$ cat config.mk
export PLATFORM = sky130hd
export DESIGN_NAME = vfd_top
export DESIGN_NICKNAME = d
export VERILOG_FILES = /design/src/rtl/vfd_pkg.sv /design/src/rtl/vfd_top.sv
export SDC_FILE = /design/constraint.sdc
export NUM_CORES = 1
export LEC_CHECK = 0
export ABC_AREA = 1
export BUFFER_PORTS_ARGS = -buffer_cell sky130_fd_sc_hd__buf_2
export CAP_MARGIN = 20
export CORE_MARGIN = 2
export CORE_UTILIZATION = 30
export DETAILED_ROUTE_END_ITERATION = 16
export GPL_ROUTABILITY_DRIVEN = 0
export PLACE_DENSITY = 0.53
export SKIP_CTS_REPAIR_TIMING = 1
export SLEW_MARGIN = 20
export SYNTH_ARGS = -nofsm -noshare
export SYNTH_HDL_FRONTEND = slang
export SYNTH_SLANG_ARGS = --single-unit
export TNS_END_PERCENT = 30
$ cat constraint.sdc
create_clock -name CLK_IN -period 4.8 [get_ports CLK_IN]
set_clock_uncertainty 0.05 [all_clocks]
set_input_delay 1.2 -clock CLK_IN [delete_from_list [all_inputs] [get_ports CLK_IN]]
set_output_delay 1.2 -clock CLK_IN [all_outputs]
set_load 0.005 [all_outputs]
$ cat src/rtl/vfd_pkg.sv
// package: constants, types and encodings for the viewfinder display controller
`default_nettype none
package vfd_pkg;

	// ------------------------------------------------------------
	// timing
	// ------------------------------------------------------------
	localparam int CLK_HZ            = 100_000_000;
	localparam int UPDATE_PERIOD_MS  = 600;
	localparam int BLINK_RATE_HZ     = 2;
	localparam int UPDATE_CYCLES     = CLK_HZ / 1000 * UPDATE_PERIOD_MS;
	localparam int BLINK_HALF_CYCLES = CLK_HZ / (2 * BLINK_RATE_HZ);

	// ------------------------------------------------------------
	// value codes, eighth steps
	// ------------------------------------------------------------
	localparam logic [7:0] TV_30S_CODE   = 8'h28;
	localparam logic [7:0] TV_1000_CODE  = 8'hA0;
	localparam logic [7:0] TV_60_CODE    = 8'h80;
	localparam logic [7:0] TV_STEP       = 8'h08;
	localparam logic [7:0] AV_56_CODE    = 8'h28;
	localparam logic [7:0] AV_16_CODE    = 8'h40;
	localparam logic [7:0] AV_19_CODE    = 8'h44;
	localparam logic [7:0] EV_LOW_CODE   = 8'h30;
	localparam logic [7:0] EV5_CODE      = 8'h68;
	localparam logic [7:0] EV11_CODE     = 8'h98;
	localparam logic [7:0] EV15_CODE     = 8'hB8;
	localparam logic [9:0] EV_TV_AV_OFS  = 10'h010;

	// ------------------------------------------------------------
	// register map
	// ------------------------------------------------------------
	localparam logic [7:0]  CTRL_ADDR    = 8'h00;
	localparam logic [7:0]  STATUS_ADDR  = 8'h04;
	localparam logic [7:0]  MASK_ADDR    = 8'h08;
	localparam logic [7:0]  SHOWN_ADDR   = 8'h0C;
	localparam logic        CTRL_RESET   = 1'b1;
	localparam int          EVT_W        = 3;
	localparam int          EVT_ERROR    = 0;
	localparam int          EVT_WARN     = 1;
	localparam int          EVT_UPDATE   = 2;

	// ------------------------------------------------------------
	// types
	// ------------------------------------------------------------
	typedef enum logic [2:0] {MODE_SHUTTER, MODE_APERTURE, MODE_PROGRAM, MODE_STOPDOWN} vfd_mode_t;
	typedef enum logic [1:0] {LVL_FULL, LVL_HALF, LVL_EIGHTH, LVL_SIXTEENTH} vfd_level_t;

	typedef struct packed {
		logic [7:0] calculated_shutter_speed;
		logic [7:0] calculated_aperture;
		logic [7:0] shutter_dial;
		logic [7:0] selected_aperture;
		logic [7:0] lens_max_aperture;
		logic [7:0] scene_ev;
		logic [7:0] finder_ev;
	} vfd_expo_t;

	typedef struct packed {
		logic flash_attached;
		logic flash_ready;
		logic flash_manual;
		logic dedicated_lens;
		logic lens_off_auto;
		logic stopped_down;
		logic stopdown_lever;
		logic bulb;
		logic ae_lock;
		logic self_timer;
		logic shutter_open;
		logic coupling_error;
	} vfd_cond_t;

	typedef struct packed {
		logic [6:0] tv_half;
		logic [6:0] av_half;
		logic       tv_on;
		logic       av_on;
		logic       tv_blink;
		logic       av_blink;
		logic       flash_glyph;
		logic       manual_glyph;
		logic       bulb_glyph;
		logic       coupling_error_pattern;
	} vfd_disp_t;

endpackage
`default_nettype wire

$ cat src/rtl/vfd_top.sv
// viewfinder display controller with AHB-Lite register slave
`timescale 1ns/1ps
`default_nettype none
module vfd_top #(
	parameter int UPDATE_CYCLES_P = vfd_pkg::UPDATE_CYCLES,
	parameter int BLINK_HALF_P    = vfd_pkg::BLINK_HALF_CYCLES
) (
	// clock and reset
	input  wire logic              CLK_IN,
	input  wire logic              SRST_IN,
	// ahb-lite slave
	input  wire logic              HSEL_IN,
	input  wire logic [31:0]       HADDR_IN,
	input  wire logic [1:0]        HTRANS_IN,
	input  wire logic              HWRITE_IN,
	input  wire logic [2:0]        HSIZE_IN,
	input  wire logic [31:0]       HWDATA_IN,
	input  wire logic              HREADY_IN,
	output logic [31:0]            HRDATA_OUT,
	output logic                   HREADYOUT_OUT,
	output logic                   HRESP_OUT,
	output logic                   IRQ_OUT,
	// exposure and camera state
	input  wire vfd_pkg::vfd_mode_t MODE_IN,
	input  wire vfd_pkg::vfd_expo_t EXPO_IN,
	input  wire vfd_pkg::vfd_cond_t COND_IN,
	// display drive
	output vfd_pkg::vfd_disp_t     DISP_OUT,
	output vfd_pkg::vfd_level_t    LEVEL_OUT,
	output logic                   LED_ON_OUT
);
	import vfd_pkg::*;

	// ------------------------------------------------------------
	// helpers
	// ------------------------------------------------------------
	function automatic logic [6:0] to_half(input logic [7:0] v);
		logic [8:0] t;
		t = {1'b0, v} + 9'h002;
		return t[8:2];
	endfunction

	function automatic logic [7:0] to_detent(input logic [7:0] v);
		logic [8:0] t;
		t = {1'b0, v} + 9'h004;
		if (t[8]) begin
			return 8'hF8;
		end
		return {t[7:3], 3'h0};
	endfunction

	// ------------------------------------------------------------
	// timers
	// ------------------------------------------------------------
	logic [31:0] upd_cnt;
	logic [31:0] blink_cnt;
	logic        upd_tick;
	logic        blink_phase;

	assign upd_tick = (upd_cnt == 32'(UPDATE_CYCLES_P - 1));

	always_ff @(posedge CLK_IN) begin
		if (SRST_IN || upd_tick) begin
			upd_cnt <= 32'h0;
		end else begin
			upd_cnt <= upd_cnt + 32'h1;
		end
	end

	always_ff @(posedge CLK_IN) begin
		if (SRST_IN) begin
			blink_cnt   <= 32'h0;
			blink_phase <= 1'b0;
		end else if (blink_cnt == 32'(BLINK_HALF_P - 1)) begin
			blink_cnt   <= 32'h0;
			blink_phase <= ~blink_phase;
		end else begin
			blink_cnt <= blink_cnt + 32'h1;
		end
	end

	// ------------------------------------------------------------
	// display content
	// ------------------------------------------------------------
	vfd_disp_t  next_disp;
	vfd_disp_t  shown;
	logic [7:0] av_eff;
	logic [7:0] tv_det;
	logic [7:0] av_clip;
	logic [9:0] tv_low;
	logic       low_light;
	logic       flash_ae;

	assign flash_ae  = COND_IN.flash_attached && COND_IN.flash_ready;
	assign low_light = EXPO_IN.scene_ev < EV_LOW_CODE;
	assign tv_low    = {2'b00, EV_LOW_CODE} - {2'b00, EXPO_IN.lens_max_aperture} + EV_TV_AV_OFS;

	always_comb begin
		next_disp = '0;
		av_eff = (EXPO_IN.selected_aperture < EXPO_IN.lens_max_aperture) ?
			EXPO_IN.lens_max_aperture : EXPO_IN.selected_aperture;
		tv_det = to_detent(EXPO_IN.shutter_dial);
		av_clip = (EXPO_IN.calculated_aperture < EXPO_IN.lens_max_aperture) ?
			EXPO_IN.lens_max_aperture : EXPO_IN.calculated_aperture;
		if (COND_IN.coupling_error) begin
			next_disp.coupling_error_pattern = 1'b1;
			next_disp.tv_blink = 1'b1;
			next_disp.av_blink = 1'b1;
		end else if (flash_ae) begin
			next_disp.flash_glyph = 1'b1;
			next_disp.bulb_glyph  = COND_IN.bulb;
			next_disp.tv_on       = ~COND_IN.bulb;
			next_disp.tv_half     = to_half(TV_60_CODE);
			next_disp.av_on       = ~COND_IN.flash_manual;
			if (COND_IN.dedicated_lens) begin
				next_disp.av_half  = to_half(av_eff);
				next_disp.av_blink = (EXPO_IN.selected_aperture < EXPO_IN.lens_max_aperture) ||
					(EXPO_IN.selected_aperture >= AV_19_CODE);
			end else begin
				next_disp.av_half  = to_half((EXPO_IN.selected_aperture < AV_56_CODE) ?
					AV_56_CODE : EXPO_IN.selected_aperture);
				next_disp.av_blink = (EXPO_IN.selected_aperture < AV_56_CODE) ||
					(EXPO_IN.selected_aperture >= AV_19_CODE);
			end
		end else if (COND_IN.bulb) begin
			next_disp.bulb_glyph = 1'b1;
		end else begin
			case (MODE_IN)
				MODE_SHUTTER: begin
					next_disp.tv_on    = 1'b1;
					next_disp.av_on    = 1'b1;
					next_disp.tv_half  = to_half(tv_det);
					next_disp.av_half  = to_half(av_clip);
					next_disp.av_blink = (EXPO_IN.calculated_aperture < EXPO_IN.lens_max_aperture) ||
						(EXPO_IN.calculated_aperture > AV_16_CODE);
					if (low_light) begin
						next_disp.tv_blink = 1'b1;
						next_disp.av_blink = 1'b1;
					end
				end
				MODE_APERTURE: begin
					next_disp.tv_on   = 1'b1;
					next_disp.av_on   = 1'b1;
					next_disp.av_half = to_half(av_eff);
					if (EXPO_IN.calculated_shutter_speed <= TV_30S_CODE) begin
						next_disp.tv_half  = to_half(TV_30S_CODE);
						next_disp.tv_blink = 1'b1;
					end else if (EXPO_IN.calculated_shutter_speed >= TV_1000_CODE) begin
						next_disp.tv_half  = to_half(TV_1000_CODE);
						next_disp.tv_blink = 1'b1;
					end else begin
						next_disp.tv_half = to_half(EXPO_IN.calculated_shutter_speed);
					end
					if (low_light) begin
						next_disp.tv_blink = 1'b1;
						next_disp.av_blink = 1'b1;
					end
				end
				MODE_PROGRAM: begin
					next_disp.tv_on = 1'b1;
					next_disp.av_on = 1'b1;
					if (EXPO_IN.calculated_aperture >= AV_16_CODE &&
						EXPO_IN.calculated_shutter_speed >= TV_1000_CODE) begin
						next_disp.tv_half  = to_half(TV_1000_CODE);
						next_disp.av_half  = to_half(EXPO_IN.calculated_aperture);
						next_disp.tv_blink = 1'b1;
						next_disp.av_blink = 1'b1;
					end else if (tv_low[9] == 1'b0 &&
						{2'b00, EXPO_IN.calculated_shutter_speed} < tv_low) begin
						next_disp.av_half  = to_half(EXPO_IN.lens_max_aperture);
						next_disp.tv_half  = (tv_low[7:0] > TV_STEP) ? to_half(tv_low[7:0] - TV_STEP) : 7'h00;
						next_disp.tv_blink = 1'b1;
						next_disp.av_blink = 1'b1;
					end else begin
						next_disp.tv_half = to_half(EXPO_IN.calculated_shutter_speed);
						next_disp.av_half = to_half(av_clip);
					end
				end
				MODE_STOPDOWN: begin
					next_disp.tv_on    = 1'b1;
					next_disp.tv_half  = to_half(EXPO_IN.calculated_shutter_speed);
					next_disp.tv_blink = low_light;
				end
				default: begin
					next_disp.tv_on = 1'b0;
				end
			endcase
		end
		if (COND_IN.flash_attached) begin
			next_disp.manual_glyph = COND_IN.lens_off_auto || COND_IN.flash_manual ||
				COND_IN.stopdown_lever ||
				(COND_IN.bulb && (COND_IN.lens_off_auto || COND_IN.flash_manual));
		end else begin
			next_disp.manual_glyph = (COND_IN.lens_off_auto && !COND_IN.stopped_down) ||
				COND_IN.bulb;
		end
		if (COND_IN.coupling_error) begin
			next_disp.manual_glyph = 1'b0;
		end
	end

	// values held between refreshes
	always_ff @(posedge CLK_IN) begin
		if (SRST_IN) begin
			shown <= '0;
		end else if (upd_tick) begin
			shown <= next_disp;
		end
	end

	// ------------------------------------------------------------
	// register file and ahb-lite slave
	// ------------------------------------------------------------
	logic                 ctrl_on;
	logic [EVT_W-1:0]     status;
	logic [EVT_W-1:0]     mask;
	logic [EVT_W-1:0]     evt;
	logic                 wr_pend;
	logic [7:0]           wr_addr;
	logic                 acc;
	logic                 err_seen;

	assign acc           = HSEL_IN && HTRANS_IN[1] && HREADY_IN;
	assign HREADYOUT_OUT = 1'b1;
	assign HRESP_OUT     = 1'b0;
	assign IRQ_OUT       = |(status & mask);

	always_ff @(posedge CLK_IN) begin
		if (SRST_IN) begin
			err_seen <= 1'b0;
		end else begin
			err_seen <= shown.coupling_error_pattern;
		end
	end

	always_comb begin
		evt = '0;
		evt[EVT_ERROR]  = shown.coupling_error_pattern && !err_seen;
		evt[EVT_WARN]   = upd_tick && (next_disp.tv_blink || next_disp.av_blink) &&
			!(shown.tv_blink || shown.av_blink);
		evt[EVT_UPDATE] = upd_tick;
	end

	always_ff @(posedge CLK_IN) begin
		if (SRST_IN) begin
			wr_pend <= 1'b0;
			wr_addr <= 8'h00;
		end else begin
			wr_pend <= acc && HWRITE_IN;
			wr_addr <= HADDR_IN[7:0];
		end
	end

	always_ff @(posedge CLK_IN) begin
		if (SRST_IN) begin
			ctrl_on <= CTRL_RESET;
			mask    <= '0;
		end else if (wr_pend) begin
			if (wr_addr == CTRL_ADDR) begin
				ctrl_on <= HWDATA_IN[0];
			end
			if (wr_addr == MASK_ADDR) begin
				mask <= HWDATA_IN[EVT_W-1:0];
			end
		end
	end

	// set wins over a write-one clear in the same cycle
	always_ff @(posedge CLK_IN) begin
		if (SRST_IN) begin
			status <= '0;
		end else if (wr_pend && wr_addr == STATUS_ADDR) begin
			status <= (status & ~HWDATA_IN[EVT_W-1:0]) | evt;
		end else begin
			status <= status | evt;
		end
	end

	always_ff @(posedge CLK_IN) begin
		if (SRST_IN) begin
			HRDATA_OUT <= 32'h0;
		end else if (acc && !HWRITE_IN) begin
			case (HADDR_IN[7:0])
				CTRL_ADDR:   HRDATA_OUT <= {31'h0, ctrl_on};
				STATUS_ADDR: HRDATA_OUT <= {29'h0, status};
				MASK_ADDR:   HRDATA_OUT <= {29'h0, mask};
				SHOWN_ADDR:  HRDATA_OUT <= {8'h0, LEVEL_OUT, shown};
				default:     HRDATA_OUT <= 32'h0;
			endcase
		end
	end

	// ------------------------------------------------------------
	// brightness
	// ------------------------------------------------------------
	vfd_level_t next_level;
	logic       lock_d;
	logic [3:0] pwm_cnt;
	logic [4:0] duty;

	always_comb begin
		if (EXPO_IN.finder_ev > EV15_CODE) begin
			next_level = LVL_FULL;
		end else if (EXPO_IN.finder_ev >= EV11_CODE) begin
			next_level = LVL_HALF;
		end else if (EXPO_IN.finder_ev >= EV5_CODE) begin
			next_level = LVL_EIGHTH;
		end else begin
			next_level = LVL_SIXTEENTH;
		end
	end

	always_ff @(posedge CLK_IN) begin
		if (SRST_IN) begin
			LEVEL_OUT <= LVL_FULL;
			lock_d    <= 1'b0;
		end else begin
			lock_d <= COND_IN.ae_lock;
			if (flash_ae) begin
				LEVEL_OUT <= LVL_EIGHTH;
			end else if (!(COND_IN.ae_lock && lock_d)) begin
				LEVEL_OUT <= next_level;
			end
		end
	end

	always_comb begin
		case (LEVEL_OUT)
			LVL_FULL:   duty = 5'h10;
			LVL_HALF:   duty = 5'h08;
			LVL_EIGHTH: duty = 5'h02;
			default:    duty = 5'h01;
		endcase
	end

	always_ff @(posedge CLK_IN) begin
		if (SRST_IN) begin
			pwm_cnt    <= 4'h0;
			LED_ON_OUT <= 1'b0;
		end else begin
			pwm_cnt    <= pwm_cnt + 4'h1;
			LED_ON_OUT <= {1'b0, pwm_cnt} < duty;
		end
	end

	// ------------------------------------------------------------
	// segment drive
	// ------------------------------------------------------------
	logic blank;

	assign blank = COND_IN.self_timer || COND_IN.shutter_open || !ctrl_on;

	always_ff @(posedge CLK_IN) begin
		if (SRST_IN) begin
			DISP_OUT <= '0;
		end else begin
			DISP_OUT          <= shown;
			DISP_OUT.tv_on    <= !blank && shown.tv_on && !(shown.tv_blink && blink_phase);
			DISP_OUT.av_on    <= !blank && shown.av_on && !(shown.av_blink && blink_phase);
			DISP_OUT.flash_glyph  <= !blank && shown.flash_glyph;
			DISP_OUT.manual_glyph <= !blank && shown.manual_glyph;
			DISP_OUT.bulb_glyph   <= !blank && shown.bulb_glyph;
			DISP_OUT.coupling_error_pattern <= !blank && shown.coupling_error_pattern && !blink_phase;
		end
	end
endmodule
`default_nettype wire

* After elaboration in Yosys (flattened, before gate mapping) *
Index checks and enable logic that the tools add are counted.

word-level totals
  bits of input ports = 145
  register bits = 166
  word-level logic and storage cells = 191

operators by class
  magnitude comparators = 15
  bitwise logic cells = 9
  equality and inequality tests = 13
  mux-type cells = 47
  $add $sub $neg = 15
  reductions and logical operators = 57

operator list
  cell                                                                     count
  24-bit case mux with 4 select lines                                      1
  8-bit by 2-bit adder with 9-bit output, second input constant            8
  32-bit by 1-bit adder with 32-bit output, second input constant          2
  8-bit two-way mux                                                        5
  32-bit by 25-bit equality test with 1-bit output, second input constant  1
  32-bit by 26-bit equality test with 1-bit output, second input constant  1
  16-bit two-way mux                                                       2
  14-bit two-way mux                                                       2
  7-bit two-way mux                                                        4
  7-bit case mux with 4 select lines                                       1
  1-bit logical AND                                                        25
  8-bit by 4-bit equality test with 1-bit output, second input constant    3
  8-bit by 7-bit >= comparator with 1-bit output, second input constant    3
  7-bit case mux with 3 select lines                                       1
  18-bit two-way mux                                                       1
  2-bit two-way mux                                                        9
  1-bit two-way mux                                                        17
  8-bit by 3-bit equality test with 1-bit output, second input constant    2
  8-bit >= comparator, second input constant                               2
  8-bit zero test                                                          2
  8-bit by 6-bit < comparator with 1-bit output, second input constant     2
  8-bit < comparator                                                       2
  5-bit case mux with 3 select lines                                       1
  1-bit logical OR                                                         12
  other kinds (30)                                                         47

* Logic depth before layout (Yosys ltp) *
Gate-level depths: netlist of the first run.

  depth after elaboration = 16
  gate-level depth with buffers = 29

* Worst setup path after synthesis of the first run *
OpenSTA, ideal clock, no wires.

  path kind = input-to-reg
  from = input port EXPO_IN[17] (netlist bit)
  to = register shown[20] (netlist bit)
  required time = 4.622 ns
  cell stages on the path = 26
  buffers on the path = 1
  arrival time = 3.763 ns
  path slack = 0.859 ns
  path through = inv_1 > ha_1 > nand3_1 > nand2_1 > nand2_1 > nand2_1 > inv_1 > ha_1 > inv_1 > ha_1 > nand2_1 > inv_1 > a21oi_1 > and3_1 > nand2_1 > nand2_1 > nand2_1 > nand2_1 > nand2_2 > buf_4 > a21oi_1 > o21ai_1 > nand2_1 > nand2_1 > a21oi_1 > nor2_1

between the ends
  word-level cells in the longest chain between the ends = 11
  elaborated cells on any way between the ends = 15
  those cells by class = add/sub: 4; order compare: 2; mux: 7; bitwise: 1; reduce/logical: 1

ends and longest elaborated chain
  element                                          line            RTL
  start: declaration                               vfd_top.sv:25   input wire vfd_pkg::vfd_expo_t EXPO_IN,
  6-bit by 8-bit subtractor with 9-bit output (*)  vfd_top.sv:96   assign tv_low = {2'b00, EV_LOW_CODE} - {2'b00, EXPO_IN.lens_max_aperture} + EV_TV_AV_OFS;
  9-bit by 6-bit adder with 10-bit output (*)      vfd_top.sv:96
  8-bit by 4-bit subtractor with 8-bit output      vfd_top.sv:171  next_disp.tv_half = (tv_low[7:0] > TV_STEP) ? to_half(tv_low[7:0] - TV_STEP) : 7'h00;
  8-bit by 2-bit adder with 9-bit output           vfd_top.sv:39   t = {1'b0, v} + 9'h002;
  7-bit two-way mux                                vfd_top.sv:171
  14-bit two-way mux (*)                           vfd_top.sv:168  end else if (tv_low[9] == 1'b0 &&
  14-bit two-way mux (*)                           vfd_top.sv:162  if (EXPO_IN.calculated_aperture >= AV_16_CODE &&
  7-bit case mux with 4 select lines (*)           vfd_top.sv:128  case (MODE_IN)
  18-bit two-way mux (*)                           vfd_top.sv:125  end else if (COND_IN.bulb) begin
  16-bit two-way mux (*)                           vfd_top.sv:109  end else if (flash_ae) begin
  16-bit two-way mux (*)                           vfd_top.sv:105  if (COND_IN.coupling_error) begin
  end signal: assignment                           vfd_top.sv:207  shown <= next_disp;
  end: declaration                                 vfd_top.sv:86   vfd_disp_t shown;

Mark *: on every way between the ends. The rest lies on a longest branch, timed or not.
A chain may end at the register's enable or synchronous reset.

* Final worst setup path of the first run *
  from = input port EXPO_IN[18] (netlist bit)
  to = register shown[16] (netlist bit)

The elaborated chain is that of the path after synthesis.

==> results of run 1 <==
-- metrics by stage --
step | setup slack [ns] | std cells
final | 0.611 | 1876
after global routing | 0.189 | 1876
after detailed placement | 0.157 | 1843
after floorplan | 0.859 | 1346
after global placement | 0.205 | 1843
after CTS | 0.616 | 1875
-- worst paths after layout --
check | end | slack, ns | from
setup / recovery | shown[16]$_SDFFE_PP0P_ | 0.61 | EXPO_IN[18]
hold / removal | status[0]$_SDFF_PP0_ | 0.39 | err_seen$_SDFF_PP0_
setup reg to reg | shown[21]$_SDFFE_PP0P_ | 1.85 | upd_cnt[29]$_SDFF_PP0_
hold reg to reg | status[0]$_SDFF_PP0_ | 0.39 | err_seen$_SDFF_PP0_
-- layout make-up --
cell class | instances | area (µm²) | area share
multi-input combinational | 953 | 5050 | 0.466
antenna | 1 | 2.50 | 0.000231
timing repair buffer | 143 | 746 | 0.0688
clock inverter | 15 | 224 | 0.0206
sequential | 158 | 3160 | 0.292
clock buffer | 17 | 425 | 0.0392
inverter | 199 | 747 | 0.0689
tap | 390 | 488 | 0.0450
-- cell families after synthesis --
group                    Yosys count
AO/OA/AOI/OAI                    236
XOR/XNOR                          31
adder cells (fa/ha/maj)           39
buffers and inverters            235
flip-flops                       158
other                              2
AND/OR/NAND/NOR                  637
-- Yosys cell counts, drive strengths merged, types with 19 or more instances --
cell	n
nand2	282
nor2	147
xor2	22
nand4	25
buf	19
a21oi	82
nand3	99
dfxtp	158
o21ai	86
inv	196
nor3	48
ha	39
-- power groups by stage --
| stage | Clock, W | Combinational [W] | Sequential (W) |
|---|---|---|---|
| 4_1_cts | 0.00152 | 0.000422 | 0.00133 |
| 5_1_grt | 0.00157 | 0.000484 | 0.00133 |
| 3_5_place_dp | 0 | 0.000420 | 0.00136 |
| 6_report | 0.00148 | 0.000422 | 0.00133 |
| 2_1_floorplan | 0 | 0.000285 | 0.00136 |
| 3_3_place_gp | 0 | 0.000418 | 0.00136 |
-- per-layer routing --
| layer | vias up | routed length (µm) | share of wire |
|---|---|---|---|
| met1 | 4049 | 12600 | 0.49 |
| met2 | 179 | 11600 | 0.45 |
| met4 | 0 | 225 | 0.0088 |
| met3 | 20 | 1280 | 0.050 |
| li1 | 4661 | - | - |
| met5 | - | 0 | 0 |
-- sequential cells by signal, summed over array words and instances (netlist names) --
signal       cells
shown           22
blink_cnt       32
blink_phase      1
mask             3
HRDATA_OUT      24
upd_cnt         32
wr_addr          8
status           3
LEVEL_OUT        2
wr_pend          1
pwm_cnt          4
ctrl_on          1
DISP_OUT        22
err_seen         1
LED_ON_OUT       1
lock_d           1
-- worst max-delay path, stage by stage --
cell	delay (ns)
buf_2	0.13
inv_1	0.17
ha_1	0.20
nand3_1	0.13
nand2_1	0.08
nand2_1	0.06
nand2_1	0.08
inv_1	0.07
ha_1	0.34
inv_1	0.09
ha_1	0.29
nand2_1	0.09
inv_1	0.04
a21oi_1	0.16
and3_1	0.17
nand2_1	0.05
nand2_1	0.06
nand2_1	0.05
nand2_1	0.07
nand2_2	0.17
inv_2	0.21
o21ai_0	0.13
o21ai_0	0.09
o21ai_0	0.14
nand2_1	0.09
o21ai_0	0.07
==> metrics.md, run 1 <==
| Metric | Value |
|---|---|
| Clock network fraction of design power | `0.458` |
| Global-route wire length before repair | `42,000 µm` |
| Mean post-synth cell area | `6.81 µm²` |
| Synth Area in Compound Gates | `0.150` |
| Post-route DRC | `0` |
| Most common cell after layout, fill and taps aside | `nand2_1` |
| Status | `finished clean` |
| VDD IR-drop max | `around 0.00016 V` |
| Max Slew Vio Count | `0` |
| Pwr/cell area | `roughly 300 nW/µm²` |
| Final setup TNS | `0 ns` |
| Buffers on Ports | `between 100 and 150` |
| HP Class | `reg -> reg` |
| Total global routing overflow | `0` |
| Post-route cell area | `~11,000 µm²` |
| Layout fillers | `3,255` |
| Largest net degree at the start of global routing | `44` |
| Area leader, netlist | `dfxtp_1` |
| Vias per inst | `roughly 4.7` |
| Share of layout cells above drive strength 1 | `0.153` |
| Clock Latency Late Sink | `about 0.42 ns` |
| Worst hold slack | `about 0.39 ns` |
| P_leak | `roughly 4.8 nW` |
| Drt pass-1 iters | `6` |
| Synth Area in Simple Gates | `0.316` |
| CP Capture Type | `flip-flop` |
| DR vias | `about 8,900` |
| Clock Tree Buf Depth | `2` |
| Max Fclk | `about 240 MHz` |
| Final wirelength | `25,700 µm` |
| Unrepaired setup endpoints after global routing | `no` |
| Int Pwr | `about 0.0024 W` |
| GRT busiest layer | `met2` |
| Synth Flop Type | `dfxtp_1` |
| Starting Density | `0.306` |
| H-tree depth | `4` |
| Max_slew headroom | `0.422` |
| Sw Ratio | `0.269` |
| Met3 global-route usage | `0.0322` |
| Final setup vio count | `0` |
| Switch Pwr | `a little under 0.0009 W` |
| Synth Area in XOR/XNOR | `0.0298` |
| ANT nets after route | `0` |
| Cells after Synth | `1,338` |
| Clock root buffer | `clkbuf_16` |
| Nets@finish | `1,656` |
| Met2 Resource Use GR | `0.270` |
| Arr. time, crit path | `4.42 ns` |
| Initial antenna violation count | `1` |
| Crit path max fanout | `12` |
| Total global-route track usage | `0.164` |
| Synth unique cells | `54` |
| Hold Path Depth | `1` |
| HPWL after detailed placement | `roughly 20,000 µm` |
| Yosys warning count | `0` |
| Synth-to-layout area growth | `19.0%` |
| Vias in the first global route | `8,482` |
| Worst setup SP type | `primary input` |
| Sequential fraction of design power | `0.412` |
| Sequential area share after synthesis | `0.347` |
| Die area | `about 32,000 µm²` |
| Critical Path RT | `5.03 ns` |
| First DRT Iteration DRCs | `654` |
| Final Cycle Share | `0.873` |
| Yosys reg bits | `approximately 160` |
| Logic gate share of total power | `0.131` |
| Min Tclk post-route | `4.19 ns` |
| Wire per inst | `between 10 and 15 µm` |
| Post-layout power | `0.00323 W` |
| Worst-path clk slew | `approximately 0.070 ns` |
| Post-synth EDFFs | `0` |
| Hold Fails Final Rpt | `0` |
| Netlist Area Pre-Place | `between 9000 and 10,000 µm²` |
| Max Cap Violations | `0` |
| Core Area | `between 20,000 and 30,000 µm²` |
| Most frequent cells in the layout | `276 x nand2_1, 188 x inv_1, 158 x dfxtp_1` |
| Largest family of logic cells by synthesized area | `simple AND/OR/NAND/NOR gates` |
| Synth area leaders | `dfxtp_1 35%, nand2_1 11%, inv_1 7.7%` |
| Crit path kind | `in -> reg` |
| Synth Area in Adders | `0.0535` |
| Worst reg2reg path depth | `9` |
| Mux share of post-synthesis cell area | `0` |
| Final core utilization | `0.364` |
| # IOs | `205` |
| Die Y-Extent | `178 µm` |
| Async set-reset flop share out of synthesis | `0` |
| M1 GR Usage | `0.224` |
| Synth top area share | `0.347` |
| Least-Margin Pin Slew | `~0.86 ns` |
| Rows | `63` |
| TritonCTS clock tree | `built` |
| Area post-placement | `between 10,000 and 15,000 µm²` |
| CTS Buf Count | `17` |
| Die width | `178 µm` |
| Sink Count | `between 150 and 200` |
(Power assumes the default switching activity.)
==> inputs of run 2 (changes only) <==
--- a/config.mk
+++ b/config.mk
@@ -9,10 +9,11 @@
 export BUFFER_PORTS_ARGS = -buffer_cell sky130_fd_sc_hd__buf_2
 export CAP_MARGIN = 20
 export CORE_MARGIN = 2
-export CORE_UTILIZATION = 30
+export CORE_UTILIZATION = 55
 export DETAILED_ROUTE_END_ITERATION = 16
 export GPL_ROUTABILITY_DRIVEN = 0
-export PLACE_DENSITY = 0.53
+export PLACE_DENSITY = 0.85
+export RECOVER_POWER = 100
 export SKIP_CTS_REPAIR_TIMING = 1
 export SLEW_MARGIN = 20
 export SYNTH_ARGS = -nofsm -noshare
==> run 2 against run 1 <==
  * Utilization up 27 points
  * Worst hold slack better by 0.0073 ns
  * The flow now finishes with violations (capacitance limit, slew limit)
  * Die area down 45%
  * Total power down 8.0%
  * Cell count down 9.2%
  * Sequential share of layout area up 1.2 points
  * Critical path depth unchanged
  * Critical path type unchanged
==> metrics.md, run 2 (synthesis gave the netlist of run 1 again) <==
| Metric | Value |
|---|---|
| Status | `complete, but fails checks` |
| Failing checks | `capacitance limit, slew limit` |
| Die Y-Extent | `133 µm` |
| Critical Path RT | `a little under 5 ns` |
| Crit path max fanout | `12` |
| HP Class | `reg -> reg` |
| Pre-CTS WS | `about 0.28 ns` |
| Vias in the first global route | `about 8,600` |
| Post-route cell area | `between 10,000 and 15,000 µm²` |
| Most frequent cells in the layout | `276 x nand2_1, 188 x inv_1, 158 x dfxtp_1` |
| Least-Margin Pin Slew | `around 1.9 ns` |
| Cell mode on critical path | `nand2_1` |
| # IOs | `between 200 and 250` |
| Crit path kind | `in -> reg` |
| Clock root buffer | `clkbuf_16` |
| Area post-placement | `roughly 10000 µm²` |
| Core Area | `around 16,000 µm²` |
| Unrepaired setup endpoints after global routing | `no` |
| CP Capture Type | `flip-flop` |
| Hold Path Depth | `1` |
| Sink Count | `158` |
| Final setup vio count | `0` |
| Worst setup margin | `between 0.4 and 0.5 ns` |
| Rows | `47` |
| DR vias | `roughly 9,400` |
| Worst reg2reg path depth | `10` |
| Wire per inst | `around 14 µm` |
| Die width | `about 130 µm` |
| Global-route wire length before repair | `just under 40,000 µm` |
| R2r startpoint | `blink_cnt[24]$_SDFF_PP0_` |
| Die area | `17,600 µm²` |
| Min Tclk post-route | `about 4.3 ns` |
| Hold Fails Final Rpt | `0` |
| Total global routing overflow | `0` |
| CTS Buf Count | `17` |
| Max_slew headroom | `-0.269` |
| Drt pass-1 iters | `5` |
| CP max stage delay | `around 0.32 ns` |
| Synth-to-layout area growth | `14.4%` |
| Worst-path clk slew | `around 0.060 ns` |
| Reg2reg end | `blink_cnt[20]$_SDFF_PP0_` |
| Max Cap Violations | `2` |
| Pwr/cell area | `roughly 290 nW/µm²` |
| R2R Setup Slk | `a little under 2 ns` |
| WHS Endpoint | `blink_cnt[0]$_SDFF_PP0_` |
| Sum of buffers and inverters on the critical path | `5` |
| Share of layout cells above drive strength 1 | `0.128` |
| H-tree depth | `4` |
| Biggest regs | `blink_cnt x32, upd_cnt x32, HRDATA_OUT x24` |
| Final Cycle Share | `0.897` |
| Initial antenna violation count | `1` |
| Hold_sp | `blink_cnt[0]$_SDFF_PP0_` |
| Starting Density | `0.556` |
| Most common cell after layout, fill and taps aside | `nand2_1` |
| Final setup TNS | `0 ns` |
| First DRT Iteration DRCs | `slightly above 900` |
| Vias per inst | `roughly 5.5` |
| Arr. time, crit path | `between 4 and 5 ns` |
| HPWL after detailed placement | `~18,000 µm` |
| Crit-path leading delay family | `simple AND/OR/NAND/NOR gates` |
| Max Slew Vio Count | `83` |
| Largest net degree at the start of global routing | `44` |
| Nets@finish | `between 1,500 and 2,000` |
| Final wirelength | `23,300 µm` |
| ANT nets after route | `0` |
| TritonCTS clock tree | `built` |
| Clock Tree Buf Depth | `2` |
| Slowest CP cell | `ha_1` |
| Buffers on Ports | `roughly 130` |
| VDD IR-drop max | `0.000203 V` |
| Post-route DRC | `0` |
| Worst setup SP type | `primary input` |
| Clock Latency Late Sink | `0.42 ns` |
| Total global-route track usage | `0.265` |
| Max Fclk | `232 MHz` |
| P_leak | `4.64 nW` |
-- run 2: changes by cell type in the layout (fill, tap and decap cells not counted), sizes merged --
| cell | previous run | this run |
|---|---|---|
| inv | 203 | 200 |
| clkinv | 5 | 9 |
| bufinv | 4 | 0 |
| buf | 143 | 117 |
| clkbuf | 17 | 41 |
| clkinvlp | 2 | 4 |
-- run 2: worst max path at each step --
| stage | start | cells after the start | endpoint |
|---|---|---|---|
| after floorplan | EXPO_IN[17] | 26 | shown[20]$_SDFFE_PP0P_ |
| after global placement | EXPO_IN[18] | 26 | shown[9]$_SDFFE_PP0P_ |
| after detailed placement | EXPO_IN[18] | 26 | shown[9]$_SDFFE_PP0P_ |
| after CTS | EXPO_IN[18] | 29 | status[1]$_SDFF_PP0_ |
| after global routing | EXPO_IN[18] | 25 | shown[9]$_SDFFE_PP0P_ |
| final | EXPO_IN[18] | 26 | status[1]$_SDFF_PP0_ |
-- run 2: power breakdown --
| group | total [W] | internal [W] | switching (W) |
|---|---|---|---|
| Sequential | 0.00133 | 0.00132 | 0.00000753 |
| Clock | 0.00123 | 0.000681 | 0.000549 |
| Combinational | 0.000412 | 0.000143 | 0.000269 |
-- run 2: worst reg2reg max path, cell delays in order (launching register included) --
cell and delay, ns:
dfxtp_1 0.41, inv_1 0.11, nor4_1 0.27, nand2_1 0.10, nor2_1 0.15, nand4_1 0.17
nand2_1 0.34, clkbuf_1 0.57, inv_1 0.32, o21ai_0 0.16, a21oi_1 0.06
-- run 2: layout make-up --
type / count / area, µm²
inverters: 199 / 747
diodes: 1 / 2.50
multi-input cells: 953 / 5010
flip-flops and latches: 158 / 3160
fillers: 1455 / 5980
clock inverters: 14 / 110
well taps: 220 / 275
clock buffers: 18 / 439
repair buffers: 140 / 679
-- run 2: per-layer routing --
metal  GRT usage  routed length (µm)
met1       0.338               10200
met2       0.459               10800
met5           0                   0
met3      0.0375                1560
met4      0.0938                 668
-- run 2: stage by stage --
step           hold slack [ns]  cells  power (W)   util
4_1_cts                  0.390   1702    0.00298  0.641
6_report                 0.392   1703    0.00297  0.635
5_1_grt                  0.405   1703    0.00310  0.635
2_1_floorplan            0.358   1346    0.00164      -
3_3_place_gp             0.362   1670    0.00175  0.607
3_5_place_dp             0.380   1670    0.00177  0.607
